File: src/verilog/dmch_pkg.sv
/*
 package for the display mode command handler: command codes, register
 addresses, reset values. assumes a decoded host port delivering
 16-bit addresses with 16-bit data, or single-byte codes with data bytes.
*/
// Function
// - inversion-entry command inverts output pixels; memory and other status unchanged.
// - inversion off after every reset; inversion-exit command restores normal output.
// - all-black command blanks panel black; normal or partial display command leaves it.
// - all-white command drives panel white; normal or partial display command leaves it; the code shows black instead while display is off.
// - gamma byte one-hot 01h/02h/04h/08h; others ignored; default 01h.
// - display-off command stops memory output and shows a blank page.
// - display-on command resumes memory output; display defaults off after resets.
// - column command bytes one and two form the start column, high first.
// - column command bytes three and four form the end column, high first.
// - every mode command accepted in all power and display states, sleep in too.
package dmch_pkg;

    // ------------------------------------------------------------
    // single-byte command codes
    // ------------------------------------------------------------
    localparam logic [7:0] INV_EXIT_CODE = 8'h20;
    localparam logic [7:0] INV_ENTER_CODE = 8'h21;
    localparam logic [7:0] ALL_BLACK_CODE = 8'h22;
    localparam logic [7:0] ALL_WHITE_CODE = 8'h23;
    localparam logic [7:0] GAMMA_CODE = 8'h26;
    localparam logic [7:0] BLANK_CODE = 8'h28;
    localparam logic [7:0] RESUME_CODE = 8'h29;
    localparam logic [7:0] COLUMN_CODE = 8'h2a;
    localparam logic [7:0] NORMAL_DISP_CODE = 8'h13;
    localparam logic [7:0] PARTIAL_DISP_CODE = 8'h12;

    // ------------------------------------------------------------
    // 16-bit register addresses
    // ------------------------------------------------------------
    localparam logic [15:0] GAMMA_CURVE_SELECT_ADDR = 16'h2600;
    localparam logic [15:0] COLUMN_START_HIGH_ADDR = 16'h2a00;
    localparam logic [15:0] COLUMN_START_LOW_ADDR = 16'h2a01;
    localparam logic [15:0] COLUMN_END_HIGH_ADDR = 16'h2a02;
    localparam logic [15:0] COLUMN_END_LOW_ADDR = 16'h2a03;

    // ------------------------------------------------------------
    // reset values and field widths
    // ------------------------------------------------------------
    localparam logic [7:0] GAMMA_RESET = 8'h01;
    localparam logic [15:0] COLUMN_START_RESET = 16'h0000;
    localparam logic [15:0] COLUMN_END_RESET = 16'h0000;
    localparam int COL_W = 16;
    localparam int PARAM_COUNT = 4;

    typedef enum logic [1:0]
    {
        DMCH_FILL_NONE = 2'b00,
        DMCH_FILL_BLACK = 2'b01,
        DMCH_FILL_WHITE = 2'b10
    } dmch_fill_type;

endpackage

File: src/verilog/dmch_gamma_filter.sv
/*
 gamma selection holder: keeps the current curve byte, accepts only
 one-hot low-nibble codes. assumes a one-cycle write strobe.
*/
`timescale 1ns/10ps
module dmch_gamma_filter
    import dmch_pkg::*;
(
    // clock and reset
    input wire logic clk,
    input wire logic rst_n,
    // write side
    input wire logic wr_en,
    input wire logic [7:0] wr_data,
    // current choice
    output logic [7:0] gamma_choice
);

    logic [7:0] gamma_q;
    logic [7:0] gamma_d;

    function automatic logic valid_code(input logic [7:0] v);
        valid_code = (v == 8'h01) || (v == 8'h02) || (v == 8'h04) || (v == 8'h08);
    endfunction

    // ------------------------------------------------------------
    // next value
    // ------------------------------------------------------------
    always_comb
    begin
        gamma_d = gamma_q;
        if (wr_en && valid_code(wr_data))
        begin
            gamma_d = wr_data;
        end
    end

    always_ff @(posedge clk or negedge rst_n)
    begin
        if (!rst_n)
        begin
            gamma_q <= GAMMA_RESET;
        end
        else
        begin
            gamma_q <= gamma_d;
        end
    end

    assign gamma_choice = gamma_q;

endmodule

File: src/verilog/dmch_column_reg.sv
/*
 column window holder: assembles start and end columns from four
 byte writes, high byte first. assumes an index 0..3 per write.
*/
`timescale 1ns/10ps
module dmch_column_reg
    import dmch_pkg::*;
#(
    parameter int COLW = COL_W
)
(
    // clock and reset
    input wire logic clk,
    input wire logic rst_n,
    // byte writes
    input wire logic wr_en,
    input wire logic [1:0] wr_index,
    input wire logic [7:0] wr_data,
    // assembled window
    output logic [COLW-1:0] column_start,
    output logic [COLW-1:0] column_end,
    output logic window_update
);

    logic [COLW-1:0] start_q;
    logic [COLW-1:0] start_d;
    logic [COLW-1:0] end_q;
    logic [COLW-1:0] end_d;
    logic upd_q;
    logic upd_d;

    // ------------------------------------------------------------
    // next values
    // ------------------------------------------------------------
    always_comb
    begin
        start_d = start_q;
        end_d = end_q;
        upd_d = 1'b0;
        if (wr_en)
        begin
            case (wr_index)
                2'd0: start_d = {wr_data, start_q[7:0]};
                2'd1: start_d = {start_q[COLW-1:8], wr_data};
                2'd2: end_d = {wr_data, end_q[7:0]};
                2'd3:
                begin
                    end_d = {end_q[COLW-1:8], wr_data};
                    upd_d = 1'b1;
                end
                default: upd_d = 1'b0;
            endcase
        end
    end

    always_ff @(posedge clk or negedge rst_n)
    begin
        if (!rst_n)
        begin
            start_q <= COLUMN_START_RESET;
            end_q <= COLUMN_END_RESET;
            upd_q <= 1'b0;
        end
        else
        begin
            start_q <= start_d;
            end_q <= end_d;
            upd_q <= upd_d;
        end
    end

    assign column_start = start_q;
    assign column_end = end_q;
    assign window_update = upd_q;

endmodule

File: src/verilog/dmch_top.sv
/*
 display mode command handler top: decodes host commands into inversion,
 fill, blanking, gamma and column window state. assumes the host port
 front end presents one write per cycle as a strobe with either a
 single-byte code (serial link, cmd_strobe / param_strobe) or a 16-bit
 address with data (parallel ports, addr_strobe).
*/
`timescale 1ns/10ps
module dmch_top
    import dmch_pkg::*;
(
    // clock and reset
    input wire logic sys_clk,
    input wire logic rst_n,
    // software reset request, one cycle
    input wire logic soft_reset,
    // serial link: command byte and parameter byte strobes
    input wire logic cmd_strobe,
    input wire logic param_strobe,
    input wire logic [7:0] link_byte,
    // parallel ports: 16-bit address and data
    input wire logic addr_strobe,
    input wire logic [15:0] host_addr,
    input wire logic [15:0] host_data,
    // display state
    output logic inversion_on,
    output logic all_black,
    output logic all_white,
    output logic display_on,
    output logic [7:0] gamma_choice,
    output logic [COL_W-1:0] column_start,
    output logic [COL_W-1:0] column_end,
    output logic window_update,
    // pixel path
    input wire logic [23:0] mem_pixel,
    output logic [23:0] panel_pixel
);

    // ------------------------------------------------------------
    // reset release
    // ------------------------------------------------------------
    logic rst_s1_q;
    logic rst_s2_q;
    logic rstn_sync;

    always_ff @(posedge sys_clk or negedge rst_n)
    begin
        if (!rst_n)
        begin
            rst_s1_q <= 1'b0;
            rst_s2_q <= 1'b0;
        end
        else
        begin
            rst_s1_q <= 1'b1;
            rst_s2_q <= rst_s1_q;
        end
    end

    assign rstn_sync = rst_s2_q;

    // ------------------------------------------------------------
    // parameter sequencer for serial commands
    // ------------------------------------------------------------
    typedef enum logic [2:0]
    {
        SEQ_IDLE = 3'b001,
        SEQ_GAMMA = 3'b010,
        SEQ_COLUMN = 3'b100
    } dmch_seq_type;

    dmch_seq_type seq_q;
    dmch_seq_type seq_d;
    logic [1:0] pidx_q;
    logic [1:0] pidx_d;

    // decoded write pulses
    logic do_enter;
    logic do_exit;
    logic do_black;
    logic do_white;
    logic do_normal;
    logic do_blank;
    logic do_resume;
    logic gamma_wr;
    logic [7:0] gamma_byte;
    logic col_wr;
    logic [1:0] col_idx;
    logic [7:0] col_byte;

    function automatic logic code_hit(input logic [7:0] c, input logic [7:0] ref_code);
        code_hit = (c == ref_code);
    endfunction

    // no power or sleep state gates decoding
    always_comb
    begin
        seq_d = seq_q;
        pidx_d = pidx_q;
        do_enter = 1'b0;
        do_exit = 1'b0;
        do_black = 1'b0;
        do_white = 1'b0;
        do_normal = 1'b0;
        do_blank = 1'b0;
        do_resume = 1'b0;
        gamma_wr = 1'b0;
        gamma_byte = 8'h00;
        col_wr = 1'b0;
        col_idx = 2'd0;
        col_byte = 8'h00;
        if (cmd_strobe)
        begin
            // a new code aborts any unfinished parameter list
            seq_d = SEQ_IDLE;
            pidx_d = 2'd0;
            do_enter = code_hit(link_byte, INV_ENTER_CODE);
            do_exit = code_hit(link_byte, INV_EXIT_CODE);
            do_black = code_hit(link_byte, ALL_BLACK_CODE);
            do_white = code_hit(link_byte, ALL_WHITE_CODE);
            do_normal = code_hit(link_byte, NORMAL_DISP_CODE)
                || code_hit(link_byte, PARTIAL_DISP_CODE);
            do_blank = code_hit(link_byte, BLANK_CODE);
            do_resume = code_hit(link_byte, RESUME_CODE);
            if (code_hit(link_byte, GAMMA_CODE))
            begin
                seq_d = SEQ_GAMMA;
            end
            // serial column command is one code then four bytes
            if (code_hit(link_byte, COLUMN_CODE))
            begin
                seq_d = SEQ_COLUMN;
            end
        end
        else if (param_strobe)
        begin
            case (seq_q)
                SEQ_GAMMA:
                begin
                    gamma_wr = 1'b1;
                    gamma_byte = link_byte;
                    seq_d = SEQ_IDLE;
                end
                SEQ_COLUMN:
                begin
                    col_wr = 1'b1;
                    col_idx = pidx_q;
                    col_byte = link_byte;
                    pidx_d = pidx_q + 2'd1;
                    if (pidx_q == 2'd3)
                    begin
                        seq_d = SEQ_IDLE;
                    end
                end
                SEQ_IDLE: seq_d = SEQ_IDLE;
                default:
                begin
                    seq_d = SEQ_IDLE;
                    pidx_d = 2'd0;
                end
            endcase
        end
        else if (addr_strobe)
        begin
            // 16-bit form: command code in the high address byte
            do_enter = host_addr == {INV_ENTER_CODE, 8'h00};
            do_exit = host_addr == {INV_EXIT_CODE, 8'h00};
            do_black = host_addr == {ALL_BLACK_CODE, 8'h00};
            do_white = host_addr == {ALL_WHITE_CODE, 8'h00};
            do_normal = (host_addr == {NORMAL_DISP_CODE, 8'h00})
                || (host_addr == {PARTIAL_DISP_CODE, 8'h00});
            do_blank = host_addr == {BLANK_CODE, 8'h00};
            do_resume = host_addr == {RESUME_CODE, 8'h00};
            // host keeps the upper byte zero; only the low byte is used
            if (host_addr == GAMMA_CURVE_SELECT_ADDR)
            begin
                gamma_wr = 1'b1;
                gamma_byte = host_data[7:0];
            end
            // four consecutive addresses load the window
            if ((host_addr >= COLUMN_START_HIGH_ADDR) && (host_addr <= COLUMN_END_LOW_ADDR))
            begin
                col_wr = 1'b1;
                col_idx = host_addr[1:0];
                col_byte = host_data[7:0];
            end
        end
    end

    always_ff @(posedge sys_clk or negedge rstn_sync)
    begin
        if (!rstn_sync)
        begin
            seq_q <= SEQ_IDLE;
            pidx_q <= 2'd0;
        end
        else
        begin
            seq_q <= soft_reset ? SEQ_IDLE : seq_d;
            pidx_q <= soft_reset ? 2'd0 : pidx_d;
        end
    end

    // ------------------------------------------------------------
    // display mode flags
    // ------------------------------------------------------------
    logic inv_q;
    logic inv_d;
    dmch_fill_type fill_q;
    dmch_fill_type fill_d;
    logic disp_q;
    logic disp_d;

    always_comb
    begin
        inv_d = inv_q;
        fill_d = fill_q;
        disp_d = disp_q;
        if (do_enter)
        begin
            inv_d = 1'b1;
        end
        if (do_exit)
        begin
            inv_d = 1'b0;
        end
        if (do_black)
        begin
            fill_d = DMCH_FILL_BLACK;
        end
        if (do_white)
        begin
            fill_d = DMCH_FILL_WHITE;
        end
        if (do_normal)
        begin
            fill_d = DMCH_FILL_NONE;
        end
        if (do_blank)
        begin
            disp_d = 1'b0;
        end
        if (do_resume)
        begin
            disp_d = 1'b1;
        end
        // repeats rewrite the same value, no glitch
        if (soft_reset)
        begin
            inv_d = 1'b0;
            fill_d = DMCH_FILL_NONE;
            disp_d = 1'b0;
        end
    end

    always_ff @(posedge sys_clk or negedge rstn_sync)
    begin
        if (!rstn_sync)
        begin
            inv_q <= 1'b0;
            fill_q <= DMCH_FILL_NONE;
            disp_q <= 1'b0;
        end
        else
        begin
            inv_q <= inv_d;
            fill_q <= fill_d;
            disp_q <= disp_d;
        end
    end

    // ------------------------------------------------------------
    // parameter holders
    // ------------------------------------------------------------
    logic sub_rst_n;

    // soft reset clears modes and the serial sequencer; gamma and window keep last values
    assign sub_rst_n = rstn_sync;

    dmch_gamma_filter u_gamma
    (
        .clk(sys_clk),
        .rst_n(sub_rst_n),
        .wr_en(gamma_wr),
        .wr_data(gamma_byte),
        .gamma_choice(gamma_choice)
    );

    dmch_column_reg #(.COLW(COL_W)) u_column
    (
        .clk(sys_clk),
        .rst_n(sub_rst_n),
        .wr_en(col_wr),
        .wr_index(col_idx),
        .wr_data(col_byte),
        .column_start(column_start),
        .column_end(column_end),
        .window_update(window_update)
    );

    // ------------------------------------------------------------
    // pixel path, registered
    // ------------------------------------------------------------
    logic [23:0] pix_q;
    logic [23:0] pix_d;

    always_comb
    begin
        if (!disp_q)
        begin
            pix_d = 24'h000000;
        end
        else if (fill_q == DMCH_FILL_BLACK)
        begin
            pix_d = 24'h000000;
        end
        else if (fill_q == DMCH_FILL_WHITE)
        begin
            pix_d = 24'hffffff;
        end
        else
        begin
            pix_d = inv_q ? ~mem_pixel : mem_pixel;
        end
    end

    always_ff @(posedge sys_clk or negedge rstn_sync)
    begin
        if (!rstn_sync)
        begin
            pix_q <= 24'h000000;
        end
        else
        begin
            pix_q <= pix_d;
        end
    end

    assign panel_pixel = pix_q;
    assign inversion_on = inv_q;
    assign all_black = (fill_q == DMCH_FILL_BLACK);
    assign all_white = (fill_q == DMCH_FILL_WHITE);
    assign display_on = disp_q;

endmodule

File: config.mk
export PLATFORM = sky130hd
export DESIGN_NAME = dmch_top
export DESIGN_NICKNAME = d
export VERILOG_FILES = /design/src/verilog/dmch_pkg.sv /design/src/verilog/dmch_gamma_filter.sv /design/src/verilog/dmch_column_reg.sv /design/src/verilog/dmch_top.sv
export SDC_FILE = /design/constraint.sdc
export NUM_CORES = 1
export LEC_CHECK = 0
export BUFFER_PORTS_ARGS = -buffer_cell sky130_fd_sc_hd__buf_2
export CAP_MARGIN = 20
export CORE_AREA = 5 5 104 81
export DETAILED_ROUTE_END_ITERATION = 8
export DIE_AREA = 0 0 109 86
export PLACE_DENSITY = 0.82
export SETUP_SLACK_MARGIN = 0.3
export SYNTH_ARGS = -nofsm -noshare
export SYNTH_HDL_FRONTEND = slang
export SYNTH_SLANG_ARGS = --single-unit
File: constraint.sdc
create_clock -name sys_clk -period 7.01 [get_ports sys_clk]
set_clock_uncertainty 0.15 [all_clocks]
set_input_delay 0.701 -clock sys_clk [delete_from_list [all_inputs] [get_ports sys_clk]]
set_output_delay 0.701 -clock sys_clk [all_outputs]
set_load 0.05 [all_outputs]
==> impl_metrics.json <==
{
  "totalNegativeSetupSlack_ns": 0,
  "drv_slew": 0,
  "final_cell_area_mm2": 0.00446,
  "port_buffers": 130,
  "tightest_slew_ns": 0.947,
  "worst-path-max-fanout": 8,
  "tritoncts": "yes",
  "grt_pass1_wl_um": 14000,
  "post_route_cells_drive_above_1_share_pct": 48.7,
  "grt_max_degree": 75,
  "min_period_ns": 2.68,
  "crit_arrival_ns": 2.76,
  "clock_latency_ns": 0.35,
  "grt_antenna_before_repair": 0,
  "finalWirelength_um": 8720,
  "clock_power_share_pct": 37.9,
  "final_cell_count_no_fill": 524,
  "io-pin-count": 139,
  "leakage_nw": 2.38,
  "overflow_after_grt": 0,
  "hpwlAfterDp_um": 6500,
  "placedInstanceArea_mm2": 0.00427,
  "die_footprint_mm2": 0.00937,
  "layout.nets": 489,
  "synth_area_in_compound_gates_pct": 9.39,
  "synth_top_family_by_area": "multiplexers",
  "clock_sinks": 76,
  "crit_slowest_cell": "and3_1",
  "design.core.area_mm2": 0.00726,
  "period_share_pct": 38.2,
  "peakVddDrop_mv": 0.122,
  "swShare_pct": 25.5,
  "setup_viol": 0,
  "std_cell_rows": 27,
  "crit_buf_inv": 1,
  "timing.fmax_mhz": 373,
  "fillerInstances": 584,
  "cts_stage_hold_buffer_count": 1,
  "number_of_instances_resized_during_post_cts_repair": 0,
  "switchingPower_w": 0.000207,
  "comb_power_share_pct": 7.2,
  "run_status": "finished, final reports clean",
  "clock_path_buffers": 2,
  "power_per_cell_area_mw_per_mm2": 183,
  "floorplan.die.width_um": 109,
  "post-place-cells": 507,
  "power.share.sequential_pct": 54.9,
  "ys_seq_elements": 76,
  "mux_contribution_to_synthesized_area_pct": 15.2,
  "cts.reportedPaths.clkPinSlew_ns": 0.08,
  "mappedNetlistArea_mm2": 0.00353,
  "synth_xor_area_share_pct": 5.95,
  "synth-edff-count": 0,
  "critical_path.top_delay_family": "simple AND/OR/NAND/NOR gates",
  "worstSetupPathType": "primary input to flop",
  "yosysSeqAreaShare_pct": 53.9,
  "post-layout-total-power_w": 0.000814,
  "grt_usage_pct": 19.2,
  "initial_cell_density_of_the_core_pct": 48.6,
  "route.vias.total": 2699,
  "timing_hold_violations_final": 0,
  "holdCritPathClass": "flop to flop",
  "data_required_time_at_the_worst_endpoint_ns": 7.09,
  "netlist-cell-type-count": 46,
  "worstPathCellList": "buf_2, nor3b_1, nand3_1, o31ai_4, and3_1, mux2_2",
  "area_growth_syn_to_layout_pct": 26.4,
  "count_of_antenna_violating_nets_left_after_detailed_routing": 0,
  "cts_htree_levels": 3,
  "die_height_um": 86,
  "synth_ff_type": "dfrtp_1",
  "cpPeakStageDelay_ns": 0.48,
  "finalWeightedCongestion": 0.820,
  "p_int_w": 0.000607,
  "route.detailed.vias_per_inst": 5.15,
  "yosysWarnings": 0,
  "detail_route.first_pass.iterations": 4,
  "cap_viol_max_count": 0,
  "cp-end-kind": "flop",
  "drt-wirelength-per-cell_um": 16.6,
  "synthesis.nets": 355,
  "synth-adder-area-share_pct": 0.354,
  "grt_setup_unrepaired": "no",
  "cts_buffers": 9,
  "cts.repair_timing.setup_buffer_count": 0,
  "grt_pass1_vias": 2861,
  "cts_root_buffer": "clkbuf_8",
  "avg_inst_size_synth_um2": 12.4,
  "drcViolationCount": 0,
  "start_kind": "primary input",
  "antenna-diode-count": 0,
  "postSynth.asyncResetShare_pct": 100,
  "drt-initial-drc-count": 107,
  "synthSimpleGateAreaFrac_pct": 12.0,
  "slew_headroom_pct": 36.8,
  "netlist_instances": 284
}
[sequential cells by signal (all words and copies together) (netlist names), 2 cells and up]
signal                 count
panel_pixel               24
u_column.column_start     16
u_column.column_end       16
u_gamma.gamma_choice       8
fill_q                     2
pidx_q                     2
seq_q                      3
[cells by family (layout without fill, tap and decap cells)]
group                      after synthesis  count (layout)
adders and majority gates                1               1
muxes                                   47              47
buffers and inverters                   22             161
AOI/OAI and AO/OA                       51              51
other                                    1               1
DFF                                     76              76
xor gates and xnor gates                24              24
and+or+nand+nor                         62              62
[cell usage after synthesis (2+ instances only)]
cell | number | area (µm²)
a21oi_1 | 30 | 150
nand3_2 | 3 | 30.0
nand3_1 | 3 | 15.0
a22oi_1 | 2 | 15.0
nand2b_1 | 5 | 31.3
inv_1 | 12 | 45.0
nor4_4 | 2 | 42.5
and2_1 | 4 | 25.0
dfstp_2 | 2 | 52.6
buf_6 | 3 | 33.8
mux2_2 | 38 | 428
and3_1 | 2 | 12.5
xnor2_1 | 24 | 210
nor4b_2 | 3 | 45.0
mux2_4 | 4 | 60.1
clkbuf_1 | 5 | 18.8
dfrtp_1 | 74 | 1850
mux2i_1 | 5 | 50.1
o41ai_1 | 2 | 17.5
buf_2 | 2 | 10.0
nor2_1 | 11 | 41.3
nand2_1 | 9 | 33.8
a31oi_1 | 2 | 12.5
o221ai_1 | 2 | 17.5
nor3b_1 | 4 | 30.0
and3b_1 | 3 | 26.3
nor3_1 | 5 | 25.0
nand3b_1 | 2 | 15.0
o21ai_0 | 4 | 20.0
[metrics by stage]
| step | setup WS [ns] | hold slack (ns) | utilization [%] |
|---|---|---|---|
| finish | 4.33 | 0.208 | 61.4 |
| global route | 4.21 | 0.227 | 61.4 |
| CTS | 4.36 | 0.214 | 61.4 |
| floorplan | 4.59 | 0.181 | - |
| global placement | 4.05 | 0.190 | 58.8 |
| detailed placement | 3.97 | 0.189 | 58.8 |
[area by class of cell]
type	count	area, µm²	share of cell area, %
Clock buffer	10	138	3.08
Clock inverter	6	46.3	1.04
Inverter	12	45.0	1.01
Multi-Input combinational cell	186	1520	34.1
Sequential cell	76	1910	42.8
Tap cell	101	126	2.83
Timing Repair Buffer	133	676	15.1
[routing by layer]
layer | GRT usage [%] | vias to the layer above | wire length [µm]
li1 | - | 1268 | -
met1 | 23.6 | 1314 | 3620
met2 | 31.4 | 106 | 4230
met3 | 7.22 | 11 | 744
met4 | 5.50 | 0 | 119
met5 | 0 | - | 0
[path summary, 6_finish.rpt]
| check | from | to | slack [ns] | depth (start not counted) |
|---|---|---|---|---|
| setup / recovery | host_addr[15] | u_column.column_start[8] | 4.33 | 6 |
| hold / removal | rst_s1_q | rst_s2_q | 0.21 | 0 |
| setup reg to reg | seq_q[2] | u_gamma.gamma_choice[2] | 4.81 | 5 |
| hold reg to reg | rst_s1_q | rst_s2_q | 0.21 | 0 |
| max in group asynchronous | rst_s2_q | display_on | 5.79 | 0 |
| min in group asynchronous | rst_s2_q | u_column.column_end[2] | 0.32 | 0 |
[placed cells by master (no fill, tap or decap), types with 9 or more instances in the layout]
cell type  netlist  routed
a21oi_1         30      30
buf_2            2     130
clkbuf_8         0      10
dfrtp_1         74      73
inv_1           12      12
mux2_2          38      38
nand2_1          9       9
nor2_1          11      11
xnor2_1         24      24
[power by group through the flow]
stage	registers [W]	clock network, W	logic (W)
floorplan	0.000455	0	0.0000292
global placement	0.000456	0	0.0000564
detailed placement	0.000456	0	0.0000580
CTS	0.000448	0.000320	0.0000588
global route	0.000449	0.000344	0.0000641
finish	0.000447	0.000309	0.0000587
No activity file was read; power rests on OpenSTA's default activity.
